## src/core/thermal_fan_pkg.sv

```systemverilog
// Shared constants of the thermal fan register bank
package thermal_fan_pkg;
  localparam int DATA_W = 8;
  localparam int IDX_W = 5;
  localparam int LUT_IDX_W = 5;
  localparam int LUT_DEPTH = 24;
  localparam int NUM_STORE = 22;
  // --------------------------------------------------------------
  // Byte offsets
  // --------------------------------------------------------------
  localparam logic [7:0] OFS_LOCAL_TEMP = 8'h00;
  localparam logic [7:0] OFS_RT_SIGNED_HIGH = 8'h01;
  localparam logic [7:0] OFS_ALARM_STATUS = 8'h02;
  localparam logic [7:0] OFS_MAIN_CFG = 8'h03;
  localparam logic [7:0] OFS_CONV_RATE = 8'h04;
  localparam logic [7:0] OFS_LOCAL_HIGH = 8'h05;
  localparam logic [7:0] OFS_GAP_LOW = 8'h06;
  localparam logic [7:0] OFS_RHIGH_MSB = 8'h07;
  localparam logic [7:0] OFS_RLOW_MSB = 8'h08;
  localparam logic [7:0] OFS_MAIN_CFG_MIRROR = 8'h09;
  localparam logic [7:0] OFS_CONV_RATE_MIRROR = 8'h0a;
  localparam logic [7:0] OFS_LOCAL_HIGH_MIRROR = 8'h0b;
  localparam logic [7:0] OFS_GAP_HIGH = 8'h0c;
  localparam logic [7:0] OFS_RHIGH_MSB_MIRROR = 8'h0d;
  localparam logic [7:0] OFS_RLOW_MSB_MIRROR = 8'h0e;
  localparam logic [7:0] OFS_ONE_SHOT = 8'h0f;
  localparam logic [7:0] OFS_RT_SIGNED_LOW = 8'h10;
  localparam logic [7:0] OFS_ROFF_MSB = 8'h11;
  localparam logic [7:0] OFS_ROFF_LSB = 8'h12;
  localparam logic [7:0] OFS_RHIGH_LSB = 8'h13;
  localparam logic [7:0] OFS_RLOW_LSB = 8'h14;
  localparam logic [7:0] OFS_ALARM_MASK = 8'h16;
  localparam logic [7:0] OFS_CRIT_LIMIT = 8'h19;
  localparam logic [7:0] OFS_CRIT_HYST = 8'h21;
  localparam logic [7:0] OFS_RT_UNSIGNED_HIGH = 8'h31;
  localparam logic [7:0] OFS_RT_UNSIGNED_LOW = 8'h32;
  localparam logic [7:0] OFS_POWER_ON_STATUS = 8'h33;
  localparam logic [7:0] OFS_ENH_CFG = 8'h45;
  localparam logic [7:0] OFS_PCOUNT_LOW = 8'h46;
  localparam logic [7:0] OFS_PCOUNT_HIGH = 8'h47;
  localparam logic [7:0] OFS_PLIM_LOW = 8'h48;
  localparam logic [7:0] OFS_PLIM_HIGH = 8'h49;
  localparam logic [7:0] OFS_DUTY_SPEED = 8'h4a;
  localparam logic [7:0] OFS_STARTUP = 8'h4b;
  localparam logic [7:0] OFS_DUTY_VALUE = 8'h4c;
  localparam logic [7:0] OFS_DUTY_FREQ = 8'h4d;
  localparam logic [7:0] OFS_TABLE_OFS = 8'h4e;
  localparam logic [7:0] OFS_TABLE_HYST = 8'h4f;
  localparam logic [7:0] OFS_LUT_BASE = 8'h50;
  localparam logic [7:0] OFS_LUT_LAST = 8'h67;
  localparam logic [7:0] OFS_FILTER = 8'hbf;
  localparam logic [7:0] OFS_MAKER_ID = 8'hfe;
  localparam logic [7:0] OFS_DIE_REV_ID = 8'hff;
  // --------------------------------------------------------------
  // Storage slots of the writable registers
  // --------------------------------------------------------------
  localparam logic [IDX_W-1:0] IDX_MAIN_CFG = 5'h00;
  localparam logic [IDX_W-1:0] IDX_CONV_RATE = 5'h01;
  localparam logic [IDX_W-1:0] IDX_LOCAL_HIGH = 5'h02;
  localparam logic [IDX_W-1:0] IDX_RHIGH_MSB = 5'h03;
  localparam logic [IDX_W-1:0] IDX_RLOW_MSB = 5'h04;
  localparam logic [IDX_W-1:0] IDX_ROFF_MSB = 5'h05;
  localparam logic [IDX_W-1:0] IDX_ROFF_LSB = 5'h06;
  localparam logic [IDX_W-1:0] IDX_RHIGH_LSB = 5'h07;
  localparam logic [IDX_W-1:0] IDX_RLOW_LSB = 5'h08;
  localparam logic [IDX_W-1:0] IDX_ALARM_MASK = 5'h09;
  localparam logic [IDX_W-1:0] IDX_CRIT_LIMIT = 5'h0a;
  localparam logic [IDX_W-1:0] IDX_CRIT_HYST = 5'h0b;
  localparam logic [IDX_W-1:0] IDX_ENH_CFG = 5'h0c;
  localparam logic [IDX_W-1:0] IDX_PLIM_LOW = 5'h0d;
  localparam logic [IDX_W-1:0] IDX_PLIM_HIGH = 5'h0e;
  localparam logic [IDX_W-1:0] IDX_DUTY_SPEED = 5'h0f;
  localparam logic [IDX_W-1:0] IDX_STARTUP = 5'h10;
  localparam logic [IDX_W-1:0] IDX_DUTY_VALUE = 5'h11;
  localparam logic [IDX_W-1:0] IDX_DUTY_FREQ = 5'h12;
  localparam logic [IDX_W-1:0] IDX_TABLE_OFS = 5'h13;
  localparam logic [IDX_W-1:0] IDX_TABLE_HYST = 5'h14;
  localparam logic [IDX_W-1:0] IDX_FILTER = 5'h15;
  // Reset values and writable-bit masks, slot 21 first
  localparam logic [NUM_STORE-1:0][7:0] STORE_RESET = {
    8'h00, 8'h04, 8'h00, 8'h17, 8'h00, 8'h3f, 8'h20, 8'hff, 8'hff, 8'h00, 8'h0a,
    8'h6e, 8'ha4, 8'h00, 8'h00, 8'h00, 8'h00, 8'h00, 8'h69, 8'h46, 8'h08, 8'h00};
  localparam logic [NUM_STORE-1:0][7:0] STORE_WMASK = {
    8'h07, 8'h1f, 8'h3f, 8'h1f, 8'hff, 8'h3f, 8'h3b, 8'hff, 8'hfc, 8'h7f, 8'hff,
    8'hff, 8'h5b, 8'he0, 8'he0, 8'he0, 8'hff, 8'hff, 8'hff, 8'hff, 8'hff, 8'hff};
  localparam logic [7:0] LUT_RST_TEMP = 8'h7f;
  localparam logic [7:0] LUT_RST_DUTY = 8'h3f;
  localparam int UNLOCK_BIT = 5;
  localparam int NOT_READY_BIT = 7;

  // Merge a host byte into a slot, keeping unused bits
  function automatic logic [7:0] merge_byte(logic [7:0] old, logic [7:0] wdata,
                                            logic [7:0] mask);
    merge_byte = (old & ~mask) | (wdata & mask);
  endfunction : merge_byte
endpackage : thermal_fan_pkg

```

## src/core/reg_decode.sv

```systemverilog
// Address decoder of the thermal fan register bank
`timescale 1ns/1ps
module reg_decode
  import thermal_fan_pkg::*;
(
  input wire logic [7:0] addr,
  output logic store_hit,
  output logic [IDX_W-1:0] store_idx,
  output logic lut_hit,
  output logic [LUT_IDX_W-1:0] lut_idx,
  output logic fan_gated
);
  logic [7:0] lut_off;

  // Map each address, mirrors included, onto its slot
  always_comb
  begin
    store_hit = 1'b1;
    store_idx = IDX_MAIN_CFG;
    lut_hit = 1'b0;
    fan_gated = 1'b0;
    lut_off = addr - OFS_LUT_BASE;
    lut_idx = lut_off[LUT_IDX_W-1:0];
    case (addr)
      OFS_MAIN_CFG, OFS_MAIN_CFG_MIRROR: store_idx = IDX_MAIN_CFG;
      OFS_CONV_RATE, OFS_CONV_RATE_MIRROR: store_idx = IDX_CONV_RATE;
      OFS_LOCAL_HIGH, OFS_LOCAL_HIGH_MIRROR: store_idx = IDX_LOCAL_HIGH;
      OFS_RHIGH_MSB, OFS_RHIGH_MSB_MIRROR: store_idx = IDX_RHIGH_MSB;
      OFS_RLOW_MSB, OFS_RLOW_MSB_MIRROR: store_idx = IDX_RLOW_MSB;
      OFS_ROFF_MSB: store_idx = IDX_ROFF_MSB;
      OFS_ROFF_LSB: store_idx = IDX_ROFF_LSB;
      OFS_RHIGH_LSB: store_idx = IDX_RHIGH_LSB;
      OFS_RLOW_LSB: store_idx = IDX_RLOW_LSB;
      OFS_ALARM_MASK: store_idx = IDX_ALARM_MASK;
      OFS_CRIT_LIMIT: store_idx = IDX_CRIT_LIMIT;
      OFS_CRIT_HYST: store_idx = IDX_CRIT_HYST;
      OFS_PLIM_LOW: store_idx = IDX_PLIM_LOW;
      OFS_PLIM_HIGH: store_idx = IDX_PLIM_HIGH;
      OFS_DUTY_SPEED: store_idx = IDX_DUTY_SPEED;
      OFS_FILTER: store_idx = IDX_FILTER;
      OFS_ENH_CFG:
      begin
        store_idx = IDX_ENH_CFG;
        fan_gated = 1'b1;
      end
      OFS_STARTUP:
      begin
        store_idx = IDX_STARTUP;
        fan_gated = 1'b1;
      end
      OFS_DUTY_VALUE:
      begin
        store_idx = IDX_DUTY_VALUE;
        fan_gated = 1'b1;
      end
      OFS_DUTY_FREQ:
      begin
        store_idx = IDX_DUTY_FREQ;
        fan_gated = 1'b1;
      end
      OFS_TABLE_OFS:
      begin
        store_idx = IDX_TABLE_OFS;
        fan_gated = 1'b1;
      end
      OFS_TABLE_HYST:
      begin
        store_idx = IDX_TABLE_HYST;
        fan_gated = 1'b1;
      end
      default:
      begin
        // Gaps and read-only locations own no slot
        store_hit = 1'b0;
        if (addr >= OFS_LUT_BASE && addr <= OFS_LUT_LAST)
        begin
          lut_hit = 1'b1;
          fan_gated = 1'b1;
        end
      end
    endcase
  end
endmodule : reg_decode

```

## src/core/fan_table_store.sv

```systemverilog
// Flip-flop storage of the fan lookup table
`timescale 1ns/1ps
module fan_table_store
  import thermal_fan_pkg::*;
#(
  parameter int DEPTH = LUT_DEPTH
)
(
  input wire logic mclk,
  input wire logic rst_n,
  input wire logic wr_en,
  input wire logic [LUT_IDX_W-1:0] wr_idx,
  input wire logic [7:0] wr_data,
  input wire logic [LUT_IDX_W-1:0] rd_idx,
  output logic [7:0] rd_data,
  input wire logic [LUT_IDX_W-1:0] fan_idx,
  output logic [7:0] fan_data
);
  typedef struct packed {
    logic [DEPTH-1:0][7:0] entry;
  } table_state_t;

  table_state_t st;
  table_state_t next_st;

  // Even entries hold temperatures, odd entries duty cycles
  always_comb
  begin
    next_st = st;
    if (wr_en && wr_idx < DEPTH[LUT_IDX_W-1:0])
      next_st.entry[wr_idx] = wr_data;
  end

  always_ff @(posedge mclk or negedge rst_n)
  begin
    if (!rst_n)
    begin
      for (int i = 0; i < DEPTH; i++)
        st.entry[i] <= (i % 2 == 0) ? LUT_RST_TEMP : LUT_RST_DUTY;
    end
    else
      st <= next_st;
  end

  // Two read ports, host side and fan logic side
  assign rd_data = (rd_idx < DEPTH[LUT_IDX_W-1:0]) ? st.entry[rd_idx] : 8'h00;
  assign fan_data = (fan_idx < DEPTH[LUT_IDX_W-1:0]) ? st.entry[fan_idx] : 8'h00;
endmodule : fan_table_store

```

## src/core/thermal_fan_bank.sv

```systemverilog
// Register bank of the remote-diode thermal sensor with fan control
// Operation
// - Each mirror address pair shares one 8-bit register for reads and writes.
// - Duty cycle value is read-only unless the fan write unlock bit is set.
// - Writes to 0x45, 0x4b-0x4f and the table land only while unlock is 1; host clears after table.
// - Compatibility gaps and other unused addresses hold no function.
`timescale 1ns/1ps
module thermal_fan_bank
  import thermal_fan_pkg::*;
#(
  parameter logic [7:0] MAKER_ID = 8'h5a,   // arbitrary value
  parameter logic [7:0] DIE_REV_ID = 8'h3c  // arbitrary value
)
(
  input wire logic mclk,
  input wire logic rst_n,
  // Host register port
  input wire logic [7:0] reg_addr,
  input wire logic [7:0] reg_wdata,
  input wire logic reg_write,
  input wire logic reg_read,
  output logic [7:0] reg_rdata,
  output logic reg_rvalid,
  // Values measured elsewhere in the device
  input wire logic [7:0] local_temperature,
  input wire logic [7:0] remote_temp_signed_high,
  input wire logic [7:0] remote_temp_signed_low,
  input wire logic [7:0] remote_temp_unsigned_high,
  input wire logic [7:0] remote_temp_unsigned_low,
  input wire logic [7:0] alarm_status,
  input wire logic [7:0] fan_pulse_count_low,
  input wire logic [7:0] fan_pulse_count_high,
  input wire logic not_ready,
  // Settings towards the device logic
  output logic [7:0] main_configuration,
  output logic [7:0] conversion_rate,
  output logic [7:0] local_high_limit,
  output logic [7:0] remote_high_limit_msb,
  output logic [7:0] remote_low_limit_msb,
  output logic [7:0] remote_offset_msb,
  output logic [7:0] remote_offset_lsb,
  output logic [7:0] remote_high_limit_lsb,
  output logic [7:0] remote_low_limit_lsb,
  output logic [7:0] alarm_mask,
  output logic [7:0] remote_critical_limit,
  output logic [7:0] remote_critical_hysteresis,
  output logic [7:0] enhanced_configuration,
  output logic [7:0] fan_pulse_limit_low,
  output logic [7:0] fan_pulse_limit_high,
  output logic [7:0] duty_speed_configuration,
  output logic [7:0] fan_startup_configuration,
  output logic [7:0] duty_cycle_value,
  output logic [7:0] duty_cycle_frequency,
  output logic [7:0] table_temp_offset,
  output logic [7:0] table_hysteresis,
  output logic [7:0] remote_filter_comparator,
  output logic fan_reg_write_unlock,
  output logic single_conversion_trigger,
  // Lookup table read port for the fan logic
  input wire logic [LUT_IDX_W-1:0] fan_table_index,
  output logic [7:0] fan_table_data
);
  // ------------------------------------------------------------
  // State and decode
  // ------------------------------------------------------------
  typedef struct packed {
    logic [NUM_STORE-1:0][7:0] store;
    logic [7:0] rdata;
    logic rvalid;
    logic trigger;
  } bank_state_t;

  bank_state_t st;
  bank_state_t next_st;
  logic store_hit;
  logic [IDX_W-1:0] store_idx;
  logic lut_hit;
  logic [LUT_IDX_W-1:0] lut_idx;
  logic fan_gated;
  logic write_ok;
  logic lut_write;
  logic [7:0] lut_rdata;

  // Address to slot mapping
  reg_decode u_decode (
    .addr(reg_addr),
    .store_hit(store_hit),
    .store_idx(store_idx),
    .lut_hit(lut_hit),
    .lut_idx(lut_idx),
    .fan_gated(fan_gated)
  );

  // Gated fan registers need the unlock bit
  assign fan_reg_write_unlock = st.store[IDX_DUTY_SPEED][UNLOCK_BIT];
  assign write_ok = reg_write && (!fan_gated || fan_reg_write_unlock);
  assign lut_write = write_ok && lut_hit;

  // Lookup table entries
  fan_table_store #(
    .DEPTH(LUT_DEPTH)
  ) u_table (
    .mclk(mclk),
    .rst_n(rst_n),
    .wr_en(lut_write),
    .wr_idx(lut_idx),
    .wr_data(reg_wdata),
    .rd_idx(lut_idx),
    .rd_data(lut_rdata),
    .fan_idx(fan_table_index),
    .fan_data(fan_table_data)
  );

  // ------------------------------------------------------------
  // Next state
  // ------------------------------------------------------------
  always_comb
  begin
    next_st = st;
    next_st.rvalid = reg_read;
    next_st.trigger = reg_write && reg_addr == OFS_ONE_SHOT;
    // Stored slot write; table writes go to u_table, all else is dropped
    if (write_ok && store_hit)
      next_st.store[store_idx] = merge_byte(st.store[store_idx], reg_wdata,
                                            STORE_WMASK[store_idx]);
    // Read data; reads see the value before a same-cycle write
    if (reg_read)
    begin
      if (store_hit)
        next_st.rdata = st.store[store_idx];
      else if (lut_hit)
        next_st.rdata = lut_rdata;
      else
      begin
        case (reg_addr)
          OFS_LOCAL_TEMP: next_st.rdata = local_temperature;
          OFS_RT_SIGNED_HIGH: next_st.rdata = remote_temp_signed_high;
          OFS_RT_SIGNED_LOW: next_st.rdata = remote_temp_signed_low;
          OFS_RT_UNSIGNED_HIGH: next_st.rdata = remote_temp_unsigned_high;
          OFS_RT_UNSIGNED_LOW: next_st.rdata = remote_temp_unsigned_low;
          OFS_ALARM_STATUS: next_st.rdata = alarm_status;
          OFS_PCOUNT_LOW: next_st.rdata = fan_pulse_count_low;
          OFS_PCOUNT_HIGH: next_st.rdata = fan_pulse_count_high;
          OFS_POWER_ON_STATUS: next_st.rdata = {not_ready, 7'h00};
          OFS_MAKER_ID: next_st.rdata = MAKER_ID;
          OFS_DIE_REV_ID: next_st.rdata = DIE_REV_ID;
          default: next_st.rdata = 8'h00;
        endcase
      end
    end
  end

  // Register the whole state
  always_ff @(posedge mclk or negedge rst_n)
  begin
    if (!rst_n)
    begin
      st.store <= STORE_RESET;
      st.rdata <= 8'h00;
      st.rvalid <= 1'b0;
      st.trigger <= 1'b0;
    end
    else
      st <= next_st;
  end

  // ------------------------------------------------------------
  // Outputs
  // ------------------------------------------------------------
  assign reg_rdata = st.rdata;
  assign reg_rvalid = st.rvalid;
  assign single_conversion_trigger = st.trigger;
  assign main_configuration = st.store[IDX_MAIN_CFG];
  assign conversion_rate = st.store[IDX_CONV_RATE];
  assign local_high_limit = st.store[IDX_LOCAL_HIGH];
  assign remote_high_limit_msb = st.store[IDX_RHIGH_MSB];
  assign remote_low_limit_msb = st.store[IDX_RLOW_MSB];
  assign remote_offset_msb = st.store[IDX_ROFF_MSB];
  assign remote_offset_lsb = st.store[IDX_ROFF_LSB];
  assign remote_high_limit_lsb = st.store[IDX_RHIGH_LSB];
  assign remote_low_limit_lsb = st.store[IDX_RLOW_LSB];
  assign alarm_mask = st.store[IDX_ALARM_MASK];
  assign remote_critical_limit = st.store[IDX_CRIT_LIMIT];
  assign remote_critical_hysteresis = st.store[IDX_CRIT_HYST];
  assign enhanced_configuration = st.store[IDX_ENH_CFG];
  assign fan_pulse_limit_low = st.store[IDX_PLIM_LOW];
  assign fan_pulse_limit_high = st.store[IDX_PLIM_HIGH];
  assign duty_speed_configuration = st.store[IDX_DUTY_SPEED];
  assign fan_startup_configuration = st.store[IDX_STARTUP];
  assign duty_cycle_value = st.store[IDX_DUTY_VALUE];
  assign duty_cycle_frequency = st.store[IDX_DUTY_FREQ];
  assign table_temp_offset = st.store[IDX_TABLE_OFS];
  assign table_hysteresis = st.store[IDX_TABLE_HYST];
  assign remote_filter_comparator = st.store[IDX_FILTER];
endmodule : thermal_fan_bank

```

## config.mk

```make
export PLATFORM = sky130hd
export DESIGN_NAME = thermal_fan_bank
export DESIGN_NICKNAME = d
export VERILOG_FILES = /design/src/core/thermal_fan_pkg.sv /design/src/core/reg_decode.sv /design/src/core/fan_table_store.sv /design/src/core/thermal_fan_bank.sv
export SDC_FILE = /design/constraint.sdc
export NUM_CORES = 1
export LEC_CHECK = 0
export BUFFER_PORTS_ARGS = -buffer_cell sky130_fd_sc_hd__buf_2
export CAP_MARGIN = 5
export CORE_MARGIN = 1
export CORE_UTILIZATION = 38
export CTS_CLUSTER_SIZE = 40
export DETAILED_ROUTE_END_ITERATION = 10
export GPL_TIMING_DRIVEN = 0
export PLACE_DENSITY = 0.67
export SKIP_LAST_GASP = 1
export SYNTH_ARGS = -nofsm -noshare
export SYNTH_HDL_FRONTEND = slang
export SYNTH_HIERARCHICAL = 1
export SYNTH_SLANG_ARGS = --single-unit
```

## constraint.sdc

```tcl
create_clock -name mclk -period 2.4 [get_ports mclk]
set_input_delay 0.36 -clock mclk [delete_from_list [all_inputs] [get_ports mclk]]
set_output_delay 0.36 -clock mclk [all_outputs]
set_load 0.05 [all_outputs]
```

# == Yosys cells after proc, flatten, opt, wreduce, memory -nomap -nowiden ==
# Memories as Yosys holds them, arrays and structs flattened.
# Cells that the tools add are included.
# word_totals
regBits,378
word_cells,143
in_bits,90
mem_bits_ro,256
n_memories,1
output_inout_bits,195
# op_classes
n_eq_ne,38
reduce_logical,18
order_cmp,9
bitwise_logic,4
n_mux,23
add_sub_neg,1
# memory_table
name,words,word_bits,read_ports,rd_clocked_by_memory_dff,write_ports,line_no,text
(no name shown),32,8,1,0,0,thermal_fan_bank.sv:125,STORE_WMASK[store_idx]);
# op_table
op,n
bitwise mux 192 bit,1
bitwise mux 176 bit,1
binary-select mux 8 bit (select 5 bit),3
case mux 5 bit (21 select lines),1
== test 8 x 7 -> 1 bit (second input constant),11
case mux 8 bit (11 select lines),1
demux 8 bit (select 5 bit),2
2-to-1 mux 8 bit,10
== test 8 x 4 -> 1 bit (second input constant),7
== test 8 x 5 -> 1 bit (second input constant),7
== test 8 x 6 -> 1 bit (second input constant),4
OR reduction 27 bit,1
== test 8 x 3 -> 1 bit (second input constant),3
== test 8 bit (second input constant),3
OR reduction 21 bit,1
< comparator 5 x 6 -> 1 bit (second input constant),3
bitwise AND 8 bit,2
== test 8 x 2 -> 1 bit (second input constant),2
greater-or-equal comparator 5 x 1 -> 1 bit (second input constant),2
< comparator 5 bit (second input constant),2
== test 8 x 1 -> 1 bit (second input constant),1
greater-or-equal comparator 8 x 7 -> 1 bit (second input constant),1
less-or-equal comparator 8 x 7 -> 1 bit (second input constant),1
logical AND 1 bit,8
other kinds (10),15

# == Logic depth before layout (Yosys ltp) ==
# depth
ltp_word,9
mapped_depth,21
depth_no_buf,11

# == Modules after synthesis ==
# Netlist, hierarchy kept.
# by_module_without_submodules
mod,cells_per_inst,seq_area_each_um2,area_each_um2,instances
fan_table_store,708,4999.8,10774.1,1
thermal_fan_bank,970,4712.0,9841.9,1
reg_decode,107,0.0,688.2,1

# == Worst setup path before layout ==
# OpenSTA, ideal clock, no wires.
# synth_timing
kind,input -> register
start,input port reg_addr[4]
end,"register st, in the netlist remote_low_limit_msb[7]"
required_time_ns,2.261
t_arrival_ns,4.009
setup_time_ns,0.139
path_buffers,9
setup_slack_ns,-1.748
stages,19
path_cell_list,buf_2 -> nor4b_1 -> nand2_1 -> o21ai_0 -> a311o_1 -> buf_6 -> buf_6 -> buf_6 -> buf_4 -> buf_2 -> inv_1 -> ha_1 -> clkbuf_1 -> xor2_1 -> o22ai_1 -> nor2b_1 -> clkbuf_1 -> buf_1 -> a21oi_1
# synth_via
elab_chain_cells,9
elab_cells_between_ends,59
cone_classes,4 x order compare; 27 x eq/ne; 10 x mux; 4 x bitwise; 13 x reduce/logical; 1 x memory
# synth_rtl
element,line_no,text
from (decl),thermal_fan_bank.sv:18,"input wire logic [7:0] reg_addr,"
== test 8 x 4 -> 1 bit or == test 8 x 3 -> 1 bit (tied branches),reg_decode.sv:24,case (addr)
OR reduction 2 bit,--,
case mux 5 bit (21 select lines) *,reg_decode.sv:24,
net store_idx[1],thermal_fan_bank.sv:76,logic [IDX_W-1:0] store_idx;
memory read (32 x 8 bit),--,
2-to-1 mux 8 bit (not written as such),thermal_fan_bank.sv:125,
inverter 8 bit,thermal_fan_pkg.sv:94,merge_byte = (old & ~mask) | (wdata & mask);
bitwise AND 8 bit,thermal_fan_pkg.sv:94,
OR 8 bit,thermal_fan_pkg.sv:94,
bitwise mux 176 bit *,thermal_fan_bank.sv:124,"next_st.store[store_idx] = merge_byte(st.store[store_idx], reg_wdata,"
to (signal assigned),thermal_fan_bank.sv:164,st <= next_st;
to (decl),thermal_fan_bank.sv:73,bank_state_t st;
# Mark *: on every way through the listed nets, which the timed path passes. The rest lies on a longest branch. The select of a mux whose other input is x is not followed.
# A chain may end at the register's enable or synchronous reset.

# == Worst setup path in the final report ==
# layout_timing
start,input port reg_addr[0]
end,"register st, in the netlist enhanced_configuration[1]"
# Same word-level chain as after synthesis.

==> results.md <==
- Port bufs: 283
- Top-count cell post-synth: mux2_2
- Final Wtd Congestion: 0.964
- P&R area growth vs syn: 46.7%
- Final max-slew violation count: 0
- Area of the multi-input gates: 13,300 µm²
- Count of different cell masters after synthesis: 94
- Fillers: 4,227
- Top_reg_cell synth: dfstp_2
- CTS sink cnt: 378
- Root Buffer: clkbuf_16
- Post-synth ARST share: 100%
- CTS tree: yes
- Max reg flops: 192
- Cts bufs inserted: 43
- Endpoints failing hold: 0
- Number of max-cap violations: 0
- Final nets: 2,449
- Dpl cell area: 24,200 µm²
- Metal3 WL: 10.5 mm
- HP Start: remote_temp_signed_low[2]
- Worst r2r src: u_table/st[88]
- Die width: 239 µm
- First-pass GRT wire length: 131 mm
- Met1 wire length: 33.9 mm
- Syn_area_per_cell: 11.9 µm²
- Ranking of synthesized cells by area: dfstp_2 (25%), dfrtp_1 (21%), mux2_2 (13%), mux4_2 (8.9%), mux2i_1 (6.2%)
- Rows: 86
- Reg-to-reg setup timing slack: -0.53 ns
- Met2 wire length: 44.3 mm
- DP Wirelength: 58.9 mm
- Fmax: 282 MHz
- Status: finished with violations
- Largest area contributor in the netlist: dfstp_2
- Final setup vio count: 384
- Worst Setup Start Kind: primary input
- # DRC: 0
- Routed vias/inst: 6.31
- Starting Density: 38.6%
- Wire per inst: 30.8 µm
- Slew @ Worst Pin: 1.22 ns
- WL final: 96.7 mm
- GRT Util Overall: 31.3%
- Top Metal Used: met4
- Data arrival, critical path: 4.01 ns
- Unrepaired setup endpoints after global routing: yes
- Setup crit end kind: register
- Clock insertion delay at the later pin of the skew report: 0.59 ns
- Final worst slack: -1.15 ns
- Cells on worst reg2reg path: 9
- Max FO, Critical Path: 10
- Post-synth EDFFs: 0
- Clock skew: 0.0210 ns
- Core ar.: 55,200 µm²
- CP required: 2.86 ns
- Ant diodes: 0
- VDD IR max: 0.000640 V
- Iteration-0 DRC count of the detailed router: 2,461
- Largest net degree at the start of global routing: 119
- Pre-Repair DR Iteration Count: 6
- Total power: 18.8 mW
- Cells after Synth: 1,785
- Commonest cells in the netlist: mux2_2 (249), dfstp_2 (202), dfrtp_1 (176), mux2i_1 (132), nor2_1 (106)
- Initial antenna violation count: 2
- Vias in the first global route: 19,445
- Synth top area share: 24.9%
- Grt total ovfl: 0
- Rel. slew slack: 18.0%
- Crit Path Category: in2reg
- H-tree depth: 2
- Reg clk slew, reported paths: 0.07 ns
- Clk buf depth: 3
- Die Area: 57,000 µm²
- Synth Cell Area: 21,300 µm²
- Min-Delay Path Depth: 4
- FF+latch area: 9710 µm²
- IO Pins: 285
- Yosys warning total: 6
- Die Y: 239 µm
- Period minus WS final: 3.55 ns
- Flops & latches, synth: 378
- Largest Register: u_table/st
- Final Cell Area: 31,300 µm²
- Hold path endpoint: reg_rdata[2]
- Syn nets: 1,880
- Worst min-delay path class: in2reg
- R2R Path End: reg_rdata[0]
- Final period util: 148%
- Post-route ant nets: 0
- Register area share after synthesis: 45.6%
- LEAKAGE: 13.5 nW
- Vias: 19,794
- Failing checks: setup timing
- Fraction of layout cells with a size suffix above 1: 66.0%
- Pwr/cell area: 600 nW/µm²
[how the worst max path moves through the flow]
stage / start / end / slack [ns] / depth (start not counted)
after floorplan: reg_addr[3] / enhanced_configuration[1] / -1.25 / 18
after global placement: rst_n / u_table/st[87] / -6.18 / 1
after detailed placement: reg_addr[4] / remote_filter_comparator[3] / -2.56 / 15
after CTS: reg_addr[3] / duty_speed_configuration[1] / -0.77 / 19
after global routing: reg_addr[4] / enhanced_configuration[1] / -1.13 / 13
final: reg_addr[0] / enhanced_configuration[1] / -1.15 / 19
[critical path, cell delays in order]
cell and delay (ns):
buf_6 0.17, buf_6 0.17, inv_1 0.10, nor4_1 0.51, a32o_2 0.24, a311o_1 0.19, buf_6 0.16, buf_12 0.12
buf_12 0.12, buf_12 0.13, buf_12 0.14, clkinv_8 0.06, ha_4 0.19, mux2i_4 0.21, a211oi_4 0.10, buf_6 0.16
or2_2 0.32, o31a_1 0.21, mux2_4 0.32
[cells in the final DEF, fill, tap and decap left out, drive strengths merged, types with 16 or more instances in the layout]
cell type	count
a2bb2oi	18
inv	16
and3	24
nor2	108
mux2i	132
o21ai	56
nand2	115
dfstp	202
mux2	260
dfrtp	176
mux4	84
a21oi	92
a32oi	17
nor3	26
o22ai	36
nor2b	19
buf	597
clkbuf	142
nand3	25
o31ai	23
nand4	16
[power breakdown]
| part | switching, mW | leakage, nW | total (mW) | internal (mW) |
|---|---|---|---|---|
| logic | 2.82 | 8.25 | 4.47 | 1.65 |
| clock network | 2.91 | 0.737 | 7.11 | 4.20 |
| registers | 0.390 | 4.47 | 7.17 | 6.78 |
[routing by layer]
| metal | vias up | track usage (%) |
|---|---|---|
| met3 | 516 | 6.73 |
| met5 | - | 0 |
| met1 | 9940 | 38.8 |
| li1 | 7904 | - |
| met2 | 1434 | 50.8 |
| met4 | 0 | 17.0 |
[cell families (layout without fill, tap and decap cells)]
kind of cell             count (synthesis)  in the layout  synth area share [%]
AO/OA/AOI/OAI                          325            329                  10.2
XOR/XNOR                                 3              3                 0.123
adder cells (fa/ha/maj)                  5              5                 0.294
buffers and inverters                  179            777                  4.08
flip-flops                             378            378                  45.6
multiplexers                           476            476                  28.9
AND/OR/NAND/NOR                        419            420                  10.8
[layout make-up]
type | instances | share of cell area [%]
timing repair buffer | 533 | 13.5
sequential | 378 | 31.1
buffer | 144 | 4.78
inverter | 21 | 0.356
clock inverter | 15 | 0.596
multi-input combinational | 1233 | 42.5
tap | 748 | 2.99
clock buffer | 64 | 4.18
[metrics by stage]
step | worst slack [ns] | TNS, ns | hold slack, ns | instances | utilization [%]
6_report | -1.15 | -215.06 | 0.200 | 3136 | 56.6
3_5_place_dp | -2.56 | -626.83 | 0.388 | 2819 | 43.8
3_3_place_gp | -6.18 | -2467.27 | 0.462 | 2816 | 43.6
5_1_grt | -1.13 | -225.83 | 0.223 | 3136 | 56.6
2_1_floorplan | -1.25 | -248.15 | 0.0644 | 1785 | -
4_1_cts | -0.769 | -107.33 | 0.196 | 3085 | 54.8
[repair_timing]
item                                    4_1_cts  5_1_grt
pin swaps                                    97       69
gates cloned                                 23        1
gates resized for setup                     630      134
hold endpoints to repair                     58        0
hold buffers                                  2        0
endpoints found under the setup margin      384      384
buffers inserted                            175       57
No activity file was read; power rests on OpenSTA's default activity.
